`config.mk`:
```
export PLATFORM = sky130hd
export DESIGN_NAME = rso_report
export DESIGN_NICKNAME = d
export VERILOG_FILES = /design/src/design/rso_report.v
export VERILOG_INCLUDE_DIRS = /design/src /design/src/design
export SDC_FILE = /design/constraint.sdc
export NUM_CORES = 1
export LEC_CHECK = 0
export ABC_AREA = 1
export BUFFER_PORTS_ARGS = -buffer_cell sky130_fd_sc_hd__buf_4
export CORE_MARGIN = 2
export CORE_UTILIZATION = 65
export CTS_BUF_LIST = sky130_fd_sc_hd__clkbuf_8
export CTS_CLUSTER_DIAMETER = 40
export DETAILED_ROUTE_END_ITERATION = 8
export PLACE_DENSITY_LB_ADDON = 0.05
export SKIP_CTS_REPAIR_TIMING = 1
export SLEW_MARGIN = 25
export SYNTH_ARGS = -nofsm -noshare
export SYNTH_HDL_FRONTEND = slang
export SYNTH_SLANG_ARGS = --single-unit
```
`constraint.sdc`:
```
create_clock -name pclk -period 7.65 [get_ports pclk]
set_input_delay 0 -clock pclk [delete_from_list [all_inputs] [get_ports pclk]]
set_output_delay 0 -clock pclk [all_outputs]
set_load 0.02 [all_outputs]
```
`src/design/rso_defs.vh`:
```
// constants for the supported-operation-code report block
// assumes an apb master with 32-bit data and byte addresses
`ifndef RSO_DEFS_VH
`define RSO_DEFS_VH

// ****************************************
// command identity
// ****************************************
`define RSO_OPCODE 8'hA3
`define RSO_SVC_ACTION 5'h0C

// ****************************************
// reporting options
// ****************************************
`define RSO_RO_ALL 3'b000
`define RSO_RO_OP 3'b001
`define RSO_RO_OPSA 3'b010
`define RSO_RO_CHECK 3'b011

// ****************************************
// support codes
// ****************************************
`define RSO_SUP_NA 3'b000
`define RSO_SUP_NO 3'b001
`define RSO_SUP_STD 3'b011
`define RSO_SUP_VEND 3'b101

// ****************************************
// sense data for an invalid field
// ****************************************
`define RSO_SK_ILLEGAL 4'h5
`define RSO_ASC_INV_FIELD 8'h24
`define RSO_ASCQ_INV_FIELD 8'h00

// ****************************************
// layout sizes in bytes
// ****************************************
`define RSO_HDR_LEN 32'h0000_0004
`define RSO_DESC_LEN 8'h08
`define RSO_TMO_LEN 8'h0C
`define RSO_TMO_ADD_LEN 8'h0A

// ****************************************
// register byte addresses
// ****************************************
`define RSO_REG_CDB0 8'h00
`define RSO_REG_CDB1 8'h04
`define RSO_REG_CDB2 8'h08
`define RSO_REG_CTRL 8'h0C
`define RSO_REG_STATUS 8'h10
`define RSO_REG_IRQ_STAT 8'h14
`define RSO_REG_IRQ_MASK 8'h18
`define RSO_REG_TOTAL 8'h1C
`define RSO_REG_XFER 8'h20

// ****************************************
// field positions
// ****************************************
`define RSO_CTRL_START 0
`define RSO_IRQ_DONE 0
`define RSO_IRQ_CHECK 1
`define RSO_IRQ_W 2

`endif

```
`src/design/rso_report.v`:
```
// report-supported-operation-codes command handler with apb registers
// assumes software loads the 12-byte cdb, writes start, and a transport
// drains the parameter bytes from the byte stream with valid/ready
`timescale 1ns/1ps
`include "rso_defs.vh"

// Functional notes
// - accept only opcode A3h, action 0Ch
// - timeouts bit set appends timeout descriptors
// - timeouts bit clear omits timeout descriptors
// - option 000b returns full command list
// - option 001b single record, action ignored
// - 001b on action opcode gives check
// - 010b opcode-action record; plain opcode checks
// - 011b supported cases report code 011b
// - 011b otherwise report not supported 001b
// - requested opcode byte3, action bytes 4-5
// - transfer truncated to allocation length bytes 6-9
// - length field holds true length after the 4-byte header
// - list: length header then 8-byte descriptors
// - support code values per defined encoding
module rso_report #(
    parameter NUM_CMDS = 6,
    parameter [31:0] TMO_NOMINAL = 32'h0000_001E,
    parameter [31:0] TMO_RECOMMEND = 32'h0000_003C
) (
    input wire pclk,
    input wire presetn,
    input wire psel,
    input wire penable,
    input wire pwrite,
    input wire [7:0] paddr,
    input wire [31:0] pwdata,
    output reg [31:0] prdata,
    output reg pready,
    output reg pslverr,
    output reg irq,
    output reg [7:0] dout_byte,
    output reg dout_valid,
    output reg dout_last,
    input wire dout_ready
);

    // ****************************************
    // supported command table
    // ****************************************
    // entry: {opcode, service action, action valid, cdb length}
    function [32:0] tbl;
        input integer i;
        begin
            case (i)
                0: tbl = {8'h00, 16'h0000, 1'b0, 8'd6};
                1: tbl = {8'h12, 16'h0000, 1'b0, 8'd6};
                2: tbl = {8'h28, 16'h0000, 1'b0, 8'd10};
                3: tbl = {8'h2A, 16'h0000, 1'b0, 8'd10};
                4: tbl = {8'hA0, 16'h0000, 1'b0, 8'd12};
                default: tbl = {8'hA3, 16'h000C, 1'b1, 8'd12};
            endcase
        end
    endfunction

    localparam ST_IDLE = 1'b0;
    localparam ST_RUN = 1'b1;

    // ****************************************
    // registers
    // ****************************************
    reg [31:0] cdb0, cdb1, cdb2; // cdb bytes 0..3, 4..7, 8..11; byte 0 in low lane
    reg [1:0] irq_stat; // sticky done / check
    reg [1:0] irq_mask; // enables for irq
    reg state; // idle or streaming
    reg check; // last command ended in check condition
    reg [31:0] total; // true parameter data length
    reg [31:0] limit; // bytes actually sent
    reg [31:0] pos; // bytes loaded so far
    reg [7:0] off; // byte offset within current descriptor
    reg [7:0] idx; // current descriptor index
    reg all_fmt; // list format selected
    reg tmo_on; // timeout descriptors appended
    reg [2:0] support; // support code of single record
    reg [32:0] sel; // table entry of single record
    reg done_evt; // one-cycle event: stream finished
    reg check_evt; // one-cycle event: check raised

    // ****************************************
    // cdb fields
    // ****************************************
    wire [7:0] f_op = cdb0[7:0];
    wire [7:0] f_b1 = cdb0[15:8];
    wire [7:0] f_b2 = cdb0[23:16];
    wire tmo_req = f_b2[7]; // timeouts_request_bit
    wire [2:0] f_ro = f_b2[2:0];
    wire [7:0] f_req_op = cdb0[31:24];
    wire [15:0] f_req_sa = {cdb1[7:0], cdb1[15:8]};
    wire [31:0] f_alloc = {cdb1[23:16], cdb1[31:24], cdb2[7:0], cdb2[15:8]};

    // ****************************************
    // apb access decode
    // ****************************************
    // answer comes in the second access cycle, so reads have a flop stage
    wire acc = psel & penable & pready;
    wire wr = acc & pwrite;
    wire known = (paddr == `RSO_REG_CDB0) | (paddr == `RSO_REG_CDB1) | (paddr == `RSO_REG_CDB2) |
                 (paddr == `RSO_REG_CTRL) | (paddr == `RSO_REG_STATUS) | (paddr == `RSO_REG_IRQ_STAT) |
                 (paddr == `RSO_REG_IRQ_MASK) | (paddr == `RSO_REG_TOTAL) | (paddr == `RSO_REG_XFER);
    wire start = wr & (paddr == `RSO_REG_CTRL) & pwdata[`RSO_CTRL_START] & (state == ST_IDLE);

    // ****************************************
    // per-entry match against request
    // ****************************************
    wire [NUM_CMDS-1:0] m_plain; // opcode matches, no service actions
    wire [NUM_CMDS-1:0] m_saop; // opcode matches, has service actions
    wire [NUM_CMDS-1:0] m_pair; // opcode and service action match
    genvar g;
    generate
        for (g = 0; g < NUM_CMDS; g = g + 1) begin : g_match
            wire [32:0] e = tbl(g);
            assign m_plain[g] = (e[32:25] == f_req_op) & ~e[8];
            assign m_saop[g] = (e[32:25] == f_req_op) & e[8];
            assign m_pair[g] = m_saop[g] & (e[24:9] == f_req_sa);
        end
    endgenerate

    // ****************************************
    // command decode at start
    // ****************************************
    reg bad; // invalid field found
    reg [2:0] sup_n; // support code to report
    reg [32:0] sel_n; // selected entry
    reg [31:0] tot_n; // full length
    integer k;
    always @* begin
        bad = 1'b0;
        sup_n = `RSO_SUP_NO;
        sel_n = 33'd0;
        tot_n = 32'd0;
        for (k = 0; k < NUM_CMDS; k = k + 1) begin
            if (m_plain[k] | m_pair[k]) sel_n = tbl(k);
        end
        // reserved bits must be zero, and the command must be this one
        if (f_op != `RSO_OPCODE || f_b1 != {3'b000, `RSO_SVC_ACTION} || f_b2[6:3] != 4'h0) bad = 1'b1;
        case (f_ro)
            `RSO_RO_ALL: begin
                // requested opcode and action ignored
                tot_n = `RSO_HDR_LEN + NUM_CMDS * {24'd0, `RSO_DESC_LEN + (tmo_req ? `RSO_TMO_LEN : 8'd0)};
            end
            `RSO_RO_OP: begin
                if (|m_saop) bad = 1'b1;
                if (|m_plain) sup_n = `RSO_SUP_STD;
            end
            `RSO_RO_OPSA: begin
                if (|m_plain || !(|m_saop)) bad = 1'b1;
                if (|m_pair) sup_n = `RSO_SUP_STD;
            end
            `RSO_RO_CHECK: begin
                // plain opcode needs action 00h; action opcode needs a listed action
                if ((|m_plain && f_req_sa == 16'h0000) || |m_pair) sup_n = `RSO_SUP_STD;
                else sup_n = `RSO_SUP_NO;
            end
            default: bad = 1'b1;
        endcase
        if (f_ro != `RSO_RO_ALL) begin
            // unsupported record stops after the cdb size field
            if (sup_n == `RSO_SUP_STD) begin
                tot_n = `RSO_HDR_LEN + {24'd0, sel_n[7:0]} + (tmo_req ? {24'd0, `RSO_TMO_LEN} : 32'd0);
            end else begin
                tot_n = `RSO_HDR_LEN;
            end
        end
    end

    // ****************************************
    // timeout descriptor byte
    // ****************************************
    function [7:0] tmo_byte;
        input [7:0] t;
        begin
            case (t)
                8'd1: tmo_byte = `RSO_TMO_ADD_LEN;
                8'd4: tmo_byte = TMO_NOMINAL[31:24];
                8'd5: tmo_byte = TMO_NOMINAL[23:16];
                8'd6: tmo_byte = TMO_NOMINAL[15:8];
                8'd7: tmo_byte = TMO_NOMINAL[7:0];
                8'd8: tmo_byte = TMO_RECOMMEND[31:24];
                8'd9: tmo_byte = TMO_RECOMMEND[23:16];
                8'd10: tmo_byte = TMO_RECOMMEND[15:8];
                8'd11: tmo_byte = TMO_RECOMMEND[7:0];
                default: tmo_byte = 8'h00;
            endcase
        end
    endfunction

    // ****************************************
    // next parameter byte
    // ****************************************
    reg [7:0] next_byte;
    reg [32:0] ent; // descriptor entry being sent
    reg [7:0] u; // offset into usage data
    reg [31:0] hdr_len; // length field contents
    always @* begin
        ent = tbl(idx);
        u = pos[7:0] - 8'd4;
        hdr_len = total - `RSO_HDR_LEN;
        next_byte = 8'h00;
        if (all_fmt) begin
            if (pos < `RSO_HDR_LEN) begin
                // big-endian length of the data after the header
                case (pos[1:0])
                    2'd0: next_byte = hdr_len[31:24];
                    2'd1: next_byte = hdr_len[23:16];
                    2'd2: next_byte = hdr_len[15:8];
                    default: next_byte = hdr_len[7:0];
                endcase
            end else begin
                case (off)
                    8'd0: next_byte = ent[32:25];
                    8'd2: next_byte = ent[24:17];
                    8'd3: next_byte = ent[16:9];
                    8'd5: next_byte = {6'd0, tmo_on, ent[8]};
                    8'd7: next_byte = ent[7:0];
                    default: next_byte = (off >= `RSO_DESC_LEN) ? tmo_byte(off - `RSO_DESC_LEN) : 8'h00;
                endcase
            end
        end else begin
            case (pos[7:0])
                8'd0: next_byte = 8'h00;
                8'd1: next_byte = {tmo_on, 4'h0, support};
                8'd2: next_byte = 8'h00;
                8'd3: next_byte = (support == `RSO_SUP_STD) ? sel[7:0] : 8'h00;
                default: begin
                    if (u == 8'd0) next_byte = sel[32:25];
                    else if (u == 8'd1 && sel[8]) next_byte = sel[16:9];
                    else if (u < sel[7:0]) next_byte = 8'hFF; // every cdb bit usable
                    else next_byte = tmo_byte(u - sel[7:0]);
                end
            endcase
        end
    end

    // ****************************************
    // command sequencer and byte stream
    // ****************************************
    // output register reloads only when empty or taken, so the transport can stall
    wire take = ~dout_valid | dout_ready;
    wire [7:0] desc_len = `RSO_DESC_LEN + (tmo_on ? `RSO_TMO_LEN : 8'd0);
    always @(posedge pclk or negedge presetn) begin
        if (!presetn) begin
            state <= ST_IDLE;
            check <= 1'b0;
            total <= 32'd0;
            limit <= 32'd0;
            pos <= 32'd0;
            off <= 8'd0;
            idx <= 8'd0;
            all_fmt <= 1'b0;
            tmo_on <= 1'b0;
            support <= `RSO_SUP_NA;
            sel <= 33'd0;
            dout_byte <= 8'h00;
            dout_valid <= 1'b0;
            dout_last <= 1'b0;
            done_evt <= 1'b0;
            check_evt <= 1'b0;
        end else begin
            done_evt <= 1'b0;
            check_evt <= 1'b0;
            case (state)
                ST_IDLE: begin
                    if (start) begin
                        check <= bad;
                        pos <= 32'd0;
                        off <= 8'd0;
                        idx <= 8'd0;
                        if (bad) begin
                            // no data phase on a check condition
                            check_evt <= 1'b1;
                            total <= 32'd0;
                            limit <= 32'd0;
                        end else begin
                            all_fmt <= (f_ro == `RSO_RO_ALL);
                            tmo_on <= tmo_req;
                            support <= sup_n;
                            sel <= sel_n;
                            total <= tot_n;
                            limit <= (tot_n < f_alloc) ? tot_n : f_alloc;
                            state <= ST_RUN;
                        end
                    end
                end
                ST_RUN: begin
                    if (take) begin
                        if (pos < limit) begin
                            dout_byte <= next_byte;
                            dout_valid <= 1'b1;
                            dout_last <= (pos + 32'd1 == limit);
                            pos <= pos + 32'd1;
                            if (all_fmt && pos >= `RSO_HDR_LEN) begin
                                // step through the descriptors
                                if (off + 8'd1 == desc_len) begin
                                    off <= 8'd0;
                                    idx <= idx + 8'd1;
                                end else begin
                                    off <= off + 8'd1;
                                end
                            end
                        end else begin
                            dout_valid <= 1'b0;
                            dout_last <= 1'b0;
                            done_evt <= 1'b1;
                            state <= ST_IDLE;
                        end
                    end
                end
                default: state <= ST_IDLE;
            endcase
        end
    end

    // ****************************************
    // apb slave and interrupt registers
    // ****************************************
    // status set wins over a write-one clear in the same cycle
    always @(posedge pclk or negedge presetn) begin
        if (!presetn) begin
            cdb0 <= 32'h0000_0000;
            cdb1 <= 32'h0000_0000;
            cdb2 <= 32'h0000_0000;
            irq_stat <= 2'b00;
            irq_mask <= 2'b00;
            irq <= 1'b0;
            prdata <= 32'h0000_0000;
            pready <= 1'b0;
            pslverr <= 1'b0;
        end else begin
            pready <= psel & penable & ~pready;
            pslverr <= psel & penable & ~pready & ~known;
            // an unmapped write also zeroes the read bus, so an error never carries stale data
            if (psel & penable & ~pready & (~pwrite | ~known)) begin
                case (paddr)
                    `RSO_REG_CDB0: prdata <= cdb0;
                    `RSO_REG_CDB1: prdata <= cdb1;
                    `RSO_REG_CDB2: prdata <= cdb2;
                    `RSO_REG_STATUS: prdata <= {8'd0, `RSO_ASCQ_INV_FIELD & {8{check}},
                        `RSO_ASC_INV_FIELD & {8{check}}, `RSO_SK_ILLEGAL & {4{check}}, 2'd0, check, state};
                    `RSO_REG_IRQ_STAT: prdata <= {30'd0, irq_stat};
                    `RSO_REG_IRQ_MASK: prdata <= {30'd0, irq_mask};
                    `RSO_REG_TOTAL: prdata <= total;
                    `RSO_REG_XFER: prdata <= limit;
                    default: prdata <= 32'h0000_0000;
                endcase
            end
            // cdb is frozen while a command is in flight
            if (wr && state == ST_IDLE) begin
                if (paddr == `RSO_REG_CDB0) cdb0 <= pwdata;
                if (paddr == `RSO_REG_CDB1) cdb1 <= pwdata;
                if (paddr == `RSO_REG_CDB2) cdb2 <= pwdata;
            end
            if (wr && paddr == `RSO_REG_IRQ_MASK) irq_mask <= pwdata[`RSO_IRQ_W-1:0];
            irq_stat <= (irq_stat & ~((wr && paddr == `RSO_REG_IRQ_STAT) ? pwdata[`RSO_IRQ_W-1:0] : 2'b00))
                        | {check_evt, done_evt};
            irq <= |(irq_stat & irq_mask);
        end
    end

endmodule

```
# After elaboration in Yosys (flattened, before gate mapping)
# Memory sizes are Yosys's and may differ from the RTL's.
# Index checks and enable logic that the tools add are counted.
[word_totals] register_bits=299 rom_bits=160 in_bits=46 out_inout_bits=45 elab_cells=221 memories=2
[classes] n_addsub=12 mul=1 magnitude_cmp=6 n_eq_ne=42 mux=65 bitwise=30 n_reduce_logical=38
[memory_table] name="(no name shown)" depth=16 width=5 rd=1 rd_ports_with_merged_regs=0 wr=0 line_no="rso_report.v:178" rtl="case (t)"
[memory_table] name="(no name shown)" depth=16 width=5 rd=1 rd_ports_with_merged_regs=0 wr=0 line_no="rso_report.v:178"
[op_table] op="32-bit one-hot mux with 8 select lines" count=1
[op_table] op="32-bit 2-to-1 mux" count=7
[op_table] op="33-bit one-hot mux with 5 select lines" count=1
[op_table] op="8-bit 2-to-1 mux" count=18
[op_table] op="33-bit 2-to-1 mux" count=2
[op_table] op="32-bit less-than comparator" count=2
[op_table] op="32-bit one-hot mux with 2 select lines" count=1
[op_table] op="31-bit 2-to-1 mux" count=2
[op_table] op="8-bit by 2-bit equality test with 1-bit output, second input constant" count=6
[op_table] op="8-bit logical NOT" count=6
[op_table] op="8-bit one-hot mux with 3 select lines" count=2
[op_table] op="8-bit one-hot mux with 5 select lines" count=1
[op_table] op="32-bit by 1-bit adder with 32-bit output, second input constant" count=1
[op_table] op="32-bit equality test" count=1
[op_table] op="8-bit by 3-bit equality test with 1-bit output, second input constant" count=4
[op_table] op="8-bit by 5-bit equality test with 1-bit output, second input constant" count=4
[op_table] op="32-bit by 3-bit greater-or-equal comparator with 1-bit output, second input constant" count=1
[op_table] op="32-bit by 3-bit less-than comparator with 1-bit output, second input constant" count=1
[op_table] op="8-bit one-hot mux with 2 select lines" count=2
[op_table] op="32-bit by 3-bit subtractor with 32-bit output, second input constant" count=1
[op_table] op="30-bit 2-to-1 mux" count=1
[op_table] op="8-bit by 1-bit equality test with 1-bit output, second input constant" count=3
[op_table] op="3-bit by 8-bit adder with 9-bit output, first input constant" count=2
[op_table] op="8-bit by 1-bit adder with 8-bit output, second input constant" count=2
[op_table] op="other kinds (53)" count=122

# Logic depth before layout (Yosys ltp)
[depth] depth_word=14 mapped_depth=25 ltp_nobuf=25

# Least setup slack after synthesis
# Ideal clock, no wire load.
[synth_path] kind="reg-to-reg" startpoint="reg cdb1[8]" endpoint="reg limit[2]" setup_time_ps=116 t_arrival_ps=3162 required_ps=7534 path_slack_ps=4372 stages_incl_launch_ff=25 n_path_buf=0 synth_period_minus_slack_ps=3278 path_cell_list="dfrtp_1 -> or2_1 -> nor2_1 -> and3_1 -> nand4_1 -> nand2_1 -> nor2_1 -> ha_1 -> inv_1 -> fa_1 -> nand3_1 -> nand2_1 -> ha_1 -> a21oi_1 -> o21ai_0 -> a21oi_1 -> nor2_1 -> o21ai_0 -> nand2_1 -> nand2_1 -> inv_1 -> nand2_1 -> nand2_1 -> nand2_1 -> nand2_1"
[synth_between] elab_chain_cells=11 word_cells_on_any_way=17 cone_classes="add/sub (2); order compare (1); eq/ne (2); mux (8); bitwise (1); reduce/logical (3)"
[synth_rtl] element="from (decl)" line_no="rso_report.v:68" rtl="reg [31:0] cdb0, cdb1, cdb2;"
[synth_rtl] element="from (signal assigned)" line_no="rso_report.v:355" rtl="if (paddr == `RSO_REG_CDB1) cdb1 <= pwdata;"
[synth_rtl] element="branches (longest 6 deep; another with 9-bit by 4-bit adder with 10-bit output)"
[synth_rtl] element="10-bit 2-to-1 mux (*)" line_no="rso_report.v:164" rtl="if (sup_n == `RSO_SUP_STD) begin"
[synth_rtl] element="32-bit 2-to-1 mux (*)" line_no="rso_report.v:162" rtl="if (f_ro != `RSO_RO_ALL) begin"
[synth_rtl] element="32-bit less-than comparator" line_no="rso_report.v:285" rtl="limit <= (tot_n < f_alloc) ? tot_n : f_alloc;"
[synth_rtl] element="32-bit 2-to-1 mux (*)" line_no="rso_report.v:285"
[synth_rtl] element="32-bit 2-to-1 mux (*)" line_no="rso_report.v:274" rtl="if (bad) begin"
[synth_rtl] element="to (signal assigned)" line_no="rso_report.v:285"
[synth_rtl] element="to (decl)" line_no="rso_report.v:74" rtl="reg [31:0] limit;"
# Every way passes the cells marked *.
# A chain may end at the register's enable or synchronous reset.

# Worst setup path after layout
[layout_path] startpoint="reg cdb1[8]" endpoint="reg limit[3]"
# Same word-level chain as after synthesis.

==> metrics <==
post-synthesis sequential area ratio 0.423; Clock transition at path regs 60 ps; drt pass-1 iters 6; Post-Synthesis Cells 2009; Syn Area/Cell 7.28 sq um; Routed WL 46600 um; post-synth top area share 0.423; vias in the first global route 13900; P&R area growth vs syn 15.6%; Hold Path Sink irq_stat[1]; DRT iter0 DRCs 1615; internal reg-to-reg setup slack 3740 ps; synthesis-stage register bit count about 250; DRC Markers 0; Die Span X 154 um; r2r endpoint limit[3]; Pwr Density 205 nW/um^2; Crit. End Element flip-flop; mux cell area share after synthesis 0; top cells by area, synth dfrtp_1 (42%), nand2_1 (17%), inv_1 (6.2%), o21ai_0 (6.0%), ha_1 (5.6%); H-tree depth 2; routed length per instance 19.0 um; Die ar. 23700 sq um; VDD IR max roughly 0.17 mV; Port Buffer Count 90; required time of the critical path 8130 ps; Inserted Clock Buffers 47; share of layout cells above drive strength 1 0.0991; ANT nets after route 0; Initial Util 0.666; initial antenna violation count 0; final setup fails 0; worst-skew pair later-pin latency 590 ps; HPWL after DPL 32900 um; Via Count 14600; Inst Count DP 2330; worst slew pin tran 960 ps; gpl congestion 0.982; Syn Nets 2123; Final Cycle Share 0.512; Compound-Gate Fraction of Synth Area 0.123; Non-Filler Instances 2450; Setup Skew 37.4 ps; Post-synth EDFFs 0; maxcap violations 0; HP Start paddr[3]; Max Fclk between 0.2 and 0.3 GHz; Synth area leader dfrtp_1; TritonCTS clock tree yes; Rows 54; crit path DAT 4400 ps; post-synthesis xor/xnor area fraction 0.0141; global-route wire length before repair 71600 um; leakage power around 8.9 nW; min cycle time layout 3910 ps; failing checks hold timing; Hold Path Class primary input to flip-flop; vias per cell 5.94; top cells by count, synth nand2_1 (648), dfrtp_1 (247), inv_1 (242); # nets final approximately 2300; post-synthesis simple-gate area fraction 0.299; critical-path maximum fanout 6; Post-synth top flop dfrtp_1; Async SR Flop Fraction 1.00; core area 22000 sq um; Worst R2R Start cdb1[8]; pre-CTS setup slack 3840 ps; Critical Path Start Type flip-flop; Mapped Area 14600 sq um; die height 154 um; clk root buf clkbuf_8; setup ws final between 3000 and 4000 ps; Hold Crit Depth 7; I/O pin total 91; Final Hold Vio Count 3; Clock Sinks 247; setup tns final 0 ps; FF-to-FF path depth 24; clk buf depth 3; critical path class flip-flop to flip-flop; Final Util 0.769; largest family of logic cells by synthesized area simple AND/OR/NAND/NOR gates; Total GRT Usage 0.381; status finished, violations left; largest net degree at the start of global routing 97; synth unique cells 51; Max Slew Vio Count 0; area share of fa/ha/maj cells after synthesis 0.0592; RSZ-0062 raised after global routing no; # diodes 0; WHS -26.0 ps; slew margin rel. 0.358; remaining global-route overflow 0; Ys Warns 0; cell with the most instances after synthesis nand2_1
cell type report:
type / instances / area, sq um
fillers: 1631 / 5070
well taps: 280 / 350
multi-input cells: 1456 / 7260
inverters: 250 / 938
clock buffers: 50 / 688
repair buffers: 135 / 1120
clock inverters: 32 / 354
flip-flops and latches: 247 / 6180
cells by family after synthesis:
kind of cell / after synthesis
simple gates: 1053
compound gates: 313
buf+inv: 306
flops: 247
fa+ha+maj: 68
xor+xnor: 22
worst max path at each step:
stage | start | to | slack (ps) | depth (start not counted)
global placement | cdb1[8] | limit[4] | 4010 | 24
finish | cdb1[8] | limit[3] | 3740 | 24
CTS | cdb1[8] | limit[3] | 3810 | 24
global route | cdb1[8] | limit[5] | 3340 | 24
detailed placement | cdb1[8] | limit[5] | 3840 | 24
floorplan | cdb1[8] | limit[2] | 4370 | 24
power by group:
part,internal [W],total [W],switching (W)
clock network,0.000850,0.00147,0.000619
logic,0.000213,0.000618,0.000406
registers,0.00133,0.00138,0.0000409
cells in the final DEF (no fill, tap or decap), types with 8 or more instances in the layout:
master	count
nor4_1	9
dfrtp_1	247
o21ai_0	174
a21oi_1	44
nand2_1	645
inv_1	250
clkbuf_8	50
nor3_1	25
dlygate4sd3_1	38
xor2_1	21
nand4_1	38
buf_4	95
a221oi_1	8
inv_2	8
o2111ai_1	13
nor2_1	192
o21ai_2	10
o22ai_1	34
nand3_1	111
ha_1	66
metal layers:
layer  vias to the layer above  GRT usage  share of wire
met5                         -          0              0
met3                       166     0.0691          0.088
met4                         0      0.169          0.047
met2                       795      0.629           0.48
met1                      6821      0.495           0.39
li1                       6770          -              -
metrics by stage:
step / cell area, sq um / power, W / hold WS, ps
floorplan: 14600 / 0.00179 / -296
global placement: 15500 / 0.00196 / 92.0
detailed placement: 15500 / 0.00198 / 103
CTS: 16500 / 0.00342 / -494
global route: 16900 / 0.00359 / 14.2
finish: 16900 / 0.00346 / -26.0
flip-flops by register name, summed over array words and instances, names as in the netlist, 8 cells and up:
signal,cells
cdb0,32
sel,8
off,8
dout_byte,8
limit,32
cdb1,32
idx,8
cdb2,32
prdata,32
pos,32
worst max-delay path, cell delays in order, from the launching register on:
cell and delay [ps]:
dfrtp_1 400, or2_1 240, nor2_1 260, and3_1 220, nand4_1 160, nand2_1 140
nor2_1 70, ha_1 190, inv_1 90, fa_1 410, nand3_1 100, nand2_1 90
ha_1 300, a21oi_1 120, o21ai_0 90, a21oi_1 130, nor2_1 50, o21ai_0 130
nand2_1 70, nand2_1 90, inv_1 100, nand2_1 170, nand2_1 90, nand2_1 70
nand2_1 50
(Power assumes the default switching activity.)
